**src/xie_cfg.svh**
```systemverilog
// constants for the exclusive-or instruction execute block
`ifndef XIE_CFG_SVH
`define XIE_CFG_SVH
`define XIE_OPC_TOP_POS      12
`define XIE_OPC_NIB_POS      8
`define XIE_DEST_POS         7
`define XIE_LIT_POS          0
`define XIE_FILE_POS         0
`define XIE_LIT_TOP          2'h3
`define XIE_LIT_NIB          4'ha
`define XIE_REG_TOP          2'h0
`define XIE_REG_NIB          4'h6
`define XIE_ACC_RESET        8'h00
`define XIE_ZERO_RESET       1'h0
`endif

```
**src/xie_pkg.sv**
```systemverilog
// types for the exclusive-or instruction execute block
package xie_pkg;
    typedef enum logic [1:0] {
        XIE_PH_DECODE,
        XIE_PH_READ,
        XIE_PH_PROCESS,
        XIE_PH_WRITE
    } xie_phase_t;

    typedef enum logic [1:0] {
        XIE_OP_NONE,
        XIE_OP_XOR_LITERAL_INTO_ACCUMULATOR,
        XIE_OP_XOR_ACCUMULATOR_WITH_FILE
    } xie_op_t;

    typedef struct packed {
        logic       wrEn;
        logic [6:0] addr;
        logic [7:0] data;
    } xie_file_wr_t;
endpackage

```
**src/xie_xor_execute.sv**
```systemverilog
// four-phase decode and execute of the two exclusive-or instructions
// ============================================================
// Functional notes
// - literal form xors accumulator with low instruction byte, result to accumulator, zero flag.
// - register form xors accumulator with addressed file register; result goes where destination selects, zero flag.
// - 11_1010 selects literal form; 00_0110 with destination and file field selects register.
// - destination 0 writes accumulator, destination 1 writes back the file register.
// - one word, one cycle of four phases: decode, read, process, write.
`include "xie_cfg.svh"

module xie_xor_execute #(
    parameter int DATA_W = 8,
    parameter int ADDR_W = 7
) (
    input  wire logic                 ref_clk,
    input  wire logic                 rst,
    input  wire logic [13:0]          instrWord,
    output logic [ADDR_W-1:0]         fileRdAddr,
    input  wire logic [DATA_W-1:0]    fileRdData,
    output xie_pkg::xie_file_wr_t     fileWr,
    output xie_pkg::xie_phase_t       phase,
    output logic                      instrDone,
    output logic                      instrRecognized,
    output logic [DATA_W-1:0]         accumulator,
    output logic                      zeroFlag
);

    // ============================================================
    // decode
    function automatic xie_pkg::xie_op_t decodeOp(input logic [13:0] w);
        if (w[13:`XIE_OPC_TOP_POS] == `XIE_LIT_TOP &&
            w[11:`XIE_OPC_NIB_POS] == `XIE_LIT_NIB)
            return xie_pkg::XIE_OP_XOR_LITERAL_INTO_ACCUMULATOR;
        if (w[13:`XIE_OPC_TOP_POS] == `XIE_REG_TOP &&
            w[11:`XIE_OPC_NIB_POS] == `XIE_REG_NIB)
            return xie_pkg::XIE_OP_XOR_ACCUMULATOR_WITH_FILE;
        return xie_pkg::XIE_OP_NONE;
    endfunction

    // literal operand sits in the low byte of the word
    function automatic logic [DATA_W-1:0] litField(input logic [13:0] w);
        return w[`XIE_LIT_POS +: DATA_W];
    endfunction

    // file register address sits in the low bits of the word
    function automatic logic [ADDR_W-1:0] fileField(input logic [13:0] w);
        return w[`XIE_FILE_POS +: ADDR_W];
    endfunction

    // register form with destination bit set sends the result back to the file
    function automatic logic writesFile(input xie_pkg::xie_op_t op, input logic [13:0] w);
        return (op == xie_pkg::XIE_OP_XOR_ACCUMULATOR_WITH_FILE) && w[`XIE_DEST_POS];
    endfunction

    xie_pkg::xie_phase_t   phase_q,   phase_d;
    xie_pkg::xie_op_t      op_q,      op_d;
    logic [13:0]           instr_q,   instr_d;
    logic [DATA_W-1:0]     operand_q, operand_d;
    logic [DATA_W-1:0]     result_q,  result_d;
    logic [DATA_W-1:0]     acc_q,     acc_d;
    logic                  zero_q,    zero_d;
    xie_pkg::xie_file_wr_t wr_q,      wr_d;
    logic                  done_q,    done_d;
    logic                  recog_q,   recog_d;

    // ============================================================
    // phase strobes shared by the latch, operand, accumulator and write-back groups below
    logic inDecode;
    logic inRead;
    logic inProcess;
    logic inWrite;

    assign inDecode  = (phase_q == xie_pkg::XIE_PH_DECODE);
    assign inRead    = (phase_q == xie_pkg::XIE_PH_READ);
    assign inProcess = (phase_q == xie_pkg::XIE_PH_PROCESS);
    assign inWrite   = (phase_q == xie_pkg::XIE_PH_WRITE);

    // ============================================================
    // phase sequencer: one instruction every four clocks, no stalls
    // unrecognised words still take the full four phases
    always_comb begin
        phase_d = phase_q;
        unique case (phase_q)
            xie_pkg::XIE_PH_DECODE: begin
                phase_d = xie_pkg::XIE_PH_READ;
            end
            xie_pkg::XIE_PH_READ: begin
                phase_d = xie_pkg::XIE_PH_PROCESS;
            end
            xie_pkg::XIE_PH_PROCESS: begin
                phase_d = xie_pkg::XIE_PH_WRITE;
            end
            xie_pkg::XIE_PH_WRITE: begin
                phase_d = xie_pkg::XIE_PH_DECODE;
            end
        endcase
    end

    always_ff @(posedge ref_clk or posedge rst) begin
        if (rst) begin
            phase_q <= xie_pkg::XIE_PH_DECODE;
        end else begin
            phase_q <= phase_d;
        end
    end

    // ============================================================
    // instruction latch: the word is taken once, at the end of decode
    // the latched word keeps driving the file address until the next decode
    always_comb begin
        instr_d = instr_q;
        op_d    = op_q;
        recog_d = recog_q;
        if (inDecode) begin
            instr_d = instrWord;
            op_d    = decodeOp(instrWord);
            recog_d = (decodeOp(instrWord) != xie_pkg::XIE_OP_NONE);
        end
    end

    always_ff @(posedge ref_clk or posedge rst) begin
        if (rst) begin
            instr_q <= '0;
            op_q    <= xie_pkg::XIE_OP_NONE;
            recog_q <= 1'h0;
        end else begin
            instr_q <= instr_d;
            op_q    <= op_d;
            recog_q <= recog_d;
        end
    end

    // ============================================================
    // operand fetch and exclusive-or
    always_comb begin
        operand_d = operand_q;
        result_d  = result_q;
        if (inRead) begin
            // an unrecognised word reads the file too, but its result is dropped
            if (op_q == xie_pkg::XIE_OP_XOR_LITERAL_INTO_ACCUMULATOR) begin
                operand_d = litField(instr_q);
            end else begin
                operand_d = fileRdData;
            end
        end
        if (inProcess) begin
            result_d = acc_q ^ operand_q;
        end
    end

    always_ff @(posedge ref_clk or posedge rst) begin
        if (rst) begin
            operand_q <= '0;
            result_q  <= '0;
        end else begin
            operand_q <= operand_d;
            result_q  <= result_d;
        end
    end

    // ============================================================
    // accumulator and zero flag; carry flags live elsewhere and are never driven
    // an unrecognised word leaves both alone
    always_comb begin
        acc_d  = acc_q;
        zero_d = zero_q;
        if (inWrite && op_q != xie_pkg::XIE_OP_NONE) begin
            zero_d = (result_q == '0);
            if (!writesFile(op_q, instr_q)) begin
                acc_d = result_q;
            end
        end
    end

    always_ff @(posedge ref_clk or posedge rst) begin
        if (rst) begin
            acc_q  <= `XIE_ACC_RESET;
            zero_q <= `XIE_ZERO_RESET;
        end else begin
            acc_q  <= acc_d;
            zero_q <= zero_d;
        end
    end

    // ============================================================
    // write-back and completion strobes
    // the file write is registered, so it lands one clock after the write phase,
    // still ahead of the next instruction's read phase
    always_comb begin
        wr_d   = '0;
        done_d = 1'h0;
        if (inWrite) begin
            done_d = 1'h1;
            if (writesFile(op_q, instr_q)) begin
                wr_d.wrEn = 1'h1;
                wr_d.addr = fileField(instr_q);
                wr_d.data = result_q;
            end
        end
    end

    always_ff @(posedge ref_clk or posedge rst) begin
        if (rst) begin
            wr_q   <= '0;
            done_q <= 1'h0;
        end else begin
            wr_q   <= wr_d;
            done_q <= done_d;
        end
    end

    // ============================================================
    // port drive: every output comes straight from a flip-flop

    assign fileRdAddr      = fileField(instr_q);
    assign fileWr          = wr_q;
    assign phase           = phase_q;
    assign instrDone       = done_q;
    assign instrRecognized = recog_q;
    assign accumulator     = acc_q;
    assign zeroFlag        = zero_q;

endmodule

```
**config.mk**
```make
export PLATFORM = sky130hd
export DESIGN_NAME = xie_xor_execute
export DESIGN_NICKNAME = d
export VERILOG_FILES = /design/src/xie_pkg.sv /design/src/xie_xor_execute.sv
export VERILOG_INCLUDE_DIRS = /design/src
export SDC_FILE = /design/constraint.sdc
export NUM_CORES = 1
export LEC_CHECK = 0
export CAP_MARGIN = 10
export CELL_PAD_IN_SITES_DETAIL_PLACEMENT = 0
export CELL_PAD_IN_SITES_GLOBAL_PLACEMENT = 1
export CORE_MARGIN = 8
export CORE_UTILIZATION = 35
export CTS_CLUSTER_DIAMETER = 100
export CTS_CLUSTER_SIZE = 25
export DETAILED_ROUTE_END_ITERATION = 6
export DONT_BUFFER_PORTS = 1
export GPL_ROUTABILITY_DRIVEN = 1
export PLACE_DENSITY = 0.66
export SYNTH_ARGS = -nofsm -noshare
export SYNTH_HDL_FRONTEND = slang
export SYNTH_SLANG_ARGS = --single-unit
```
**constraint.sdc**
```tcl
create_clock -name ref_clk -period 1.6 [get_ports ref_clk]
set_input_delay 0.32 -clock ref_clk [delete_from_list [all_inputs] [get_ports ref_clk]]
set_output_delay 0.32 -clock ref_clk [all_outputs]
set_load 0.05 [all_outputs]
```
==> results.sh <==
export IMPL_antenna_left=0
export IMPL_pwr_share_comb=0.053
export IMPL_path_buf_inv=1
export IMPL_required_ns=1.84
export IMPL_cts_resized=0
export IMPL_io_pins=60
export IMPL_die_area_um2=9271
export IMPL_start_util=0.3594
export IMPL_drt_iter0_markers=28
export IMPL_max_freq_mhz=727.9
export IMPL_rows=29
export IMPL_syn_to_final_growth_pct=8.985
export IMPL_wl_per_cell_um=17.11
export IMPL_drive_gt1_frac=0.1990
export IMPL_clkPwrFrac=0.342
export IMPL_holdPathStages=2
export IMPL_synth_area_leaders="dfrtp_1 (61%), mux2_2 (8.0%), and2_1 (4.2%)"
export IMPL_wl_mm=4.585
export IMPL_finalSetupTns_ns=0
export IMPL_cp_num_cells=5
export IMPL_worstSetupStartpointType="flop"
export IMPL_critical_path_arrival_ns=1.62
export IMPL_die_width_um=96.29
export IMPL_vias=1271
export IMPL_cts_buffers=5
export IMPL_grt_start_max_net_pins=49
export IMPL_synth_cells=189
export IMPL_root_buffer="clkbuf_8"
export IMPL_clock_skew_ns=0.007923
export IMPL_drt_first_pass_iters=4
export IMPL_p_per_area_nw_per_um2=1113
export IMPL_ys_seq_area_frac=0.6101
export IMPL_maxSlewViolCount=0
export IMPL_n_fill_cell=619
export IMPL_worst_slew_pin_slew_ns=0.5624
export IMPL_yosysTopAreaCell="dfrtp_1"
export IMPL_yosys_area_top_type_share=0.6101
export IMPL_cpMaxStageDelayCell="dfrtp_1"
export IMPL_syn_area_um2=2256
export IMPL_placed_area_um2=2316
export IMPL_switching_share=0.2518
export IMPL_rr_worst_depth=5
export IMPL_hold_violations=0
export IMPL_p_int_mw=2.047
export IMPL_status="finished clean"
export IMPL_finalCritPeriodShare=0.8587
export IMPL_synth_area_per_cell_um2=11.94
export IMPL_final_common_cell="dfrtp_1"
export IMPL_min_from="fileRdData[0]"
export IMPL_hpwlAfterDp_mm=3.289
export IMPL_design_area_um2=2459
export IMPL_clock_sinks=55
export IMPL_path_cells="ha_1 -> nand2_1 -> nor3_4 -> buf_4 -> and2_1"
export IMPL_grt_pass1_wl_mm=7.231
export IMPL_drv_cap=0
export IMPL_via_per_inst=4.743
export IMPL_setup_viol=0
export IMPL_max_stage_delay_ns=0.41
export IMPL_diodes=0
export IMPL_htree_levels=2
export IMPL_cp_max_fo=9
export IMPL_synthesis_nets=217
export IMPL_cts_tree="built"
export IMPL_crit_family="simple AND/OR/NAND/NOR gates"
export IMPL_io_buffers=0
export IMPL_synthDistinctLibCells=28
export IMPL_clkTransAtPathRegs_ns=0.10
export IMPL_die_h_um=96.29
export IMPL_clkLatencyLatePin_ns=0.30
export IMPL_final_cell_mix="dfrtp_1 (55), nand2_1 (18), mux2_2 (16), nor2_1 (16), and2_1 (15)"
export IMPL_fin_nets=218
export IMPL_rsz0062_at_grt="no"
export IMPL_seqPwrFrac=0.605
export IMPL_hp_class="in2reg"
export IMPL_leakage_nw=1.111
export IMPL_synth_warnings=0
export IMPL_track_usage=0.1031
export IMPL_maxSlewHeadroom=0.6250
export IMPL_p_sw_mw=0.6887
export IMPL_crit_type="reg2reg"
export IMPL_startpoint="phase[0]$_DFF_PP0_"
export IMPL_r2r_start="phase[0]$_DFF_PP0_"
export IMPL_yosys_register_bits=55
export IMPL_drc=0
export IMPL_r2r_setup_slack_ns=0.23
export IMPL_clockBufferDepth=2
export IMPL_antenna_found_initial=0
export IMPL_ir_drop_uv=567.4
export IMPL_min_period_ns=1.374
export IMPL_first_global_vias=1328
export IMPL_coreArea_um2=6277
export IMPL_place_gp_congestion=0.6875
export IMPL_grt_overflow_total=0
export IMPL_critPathCaptureType="flop"
synth_stat cells, drive strengths merged:
master   n
or2      1
nand2   19
and2b    1
a31oi    9
nand3b   1
o21ai    4
nand3    1
nor4b    1
nor2    16
clkbuf   3
a21oi    8
o22ai    2
nor4     2
dfrtp   55
buf     12
nor2b    2
and2    15
mux2    16
ha       4
nor3     1
nand2b   2
inv      6
xnor2    8
final cells by class:
| class | count | area, um^2 | share of cell area |
|---|---|---|---|
| Clock buffer | 6 | 82.58 | 0.03359 |
| Clock inverter | 2 | 35.03 | 0.01425 |
| Inverter | 6 | 26.28 | 0.01069 |
| Multi-Input combinational cell | 113 | 759.5 | 0.3089 |
| Sequential cell | 55 | 1376 | 0.5598 |
| Tap cell | 77 | 96.34 | 0.03919 |
| Timing Repair Buffer | 9 | 82.58 | 0.03359 |
final timing paths:
path / to
setup / recovery: fileWr[6]$_DFF_PP0_
hold / removal: operand_q[0]$_DFFE_PP0N_
setup reg to reg: fileWr[6]$_DFF_PP0_
hold reg to reg: fileWr[3]$_DFF_PP0_
max in group asynchronous: fileWr[15]$_DFF_PP0_
min in group asynchronous: fileWr[5]$_DFF_PP0_
cells by family (layout without fill, tap and decap cells):
logic type | Yosys count | after routing | share of synthesized area
simple gates | 62 | 62 | 0.1414
xor+xnor | 8 | 8 | 0.03106
mux | 16 | 16 | 0.07987
buf+inv | 21 | 23 | 0.05324
flops | 55 | 55 | 0.6101
compound gates | 23 | 23 | 0.06212
fa+ha+maj | 4 | 4 | 0.02219
state kept, by name (all words and copies together), names as in the netlist:
name and cells:
result_q 8, instrRecognized 1, op_q 2, operand_q 8, zeroFlag 1, instr_q 8
phase 2, instrDone 1, accumulator 8, fileWr 16
power by group through the flow:
stage / Sequential (mW) / Combinational [mW] / Clock [mW]
global placement: 1.69 / 0.142 / 0
detailed placement: 1.69 / 0.145 / 0
CTS: 1.66 / 0.148 / 0.969
finish: 1.66 / 0.145 / 0.934
floorplan: 1.62 / 0.169 / 0
global route: 1.67 / 0.170 / 1.02
timing repair:
item,CTS,global route
buffers inserted,0,2
hold buffers,1,0
hold endpoints to repair,7,0
setup endpoints to repair,0,15
per-layer routing:
metal  wire [um]  part of all wire  global-route usage
met1        2027              0.44              0.1288
met2        2034              0.44              0.1521
met3         479              0.10             0.04758
met4          44            0.0096             0.03841
met5           0                 0                   0
through the flow:
stage               setup slack (ns)  power, mW  utilization  cells  hold slack [ns]
floorplan                    0.01099      1.792            -    189           0.3941
global placement              0.1363      1.830       0.3689    257           0.1261
detailed placement           0.05376      1.834       0.3689    257           0.1266
CTS                          0.03173      2.778       0.3893    266           0.1400
global route                  0.1067      2.864       0.3917    268           0.1389
finish                        0.2262      2.735       0.3917    268           0.1531
(Power assumes the default switching activity.)
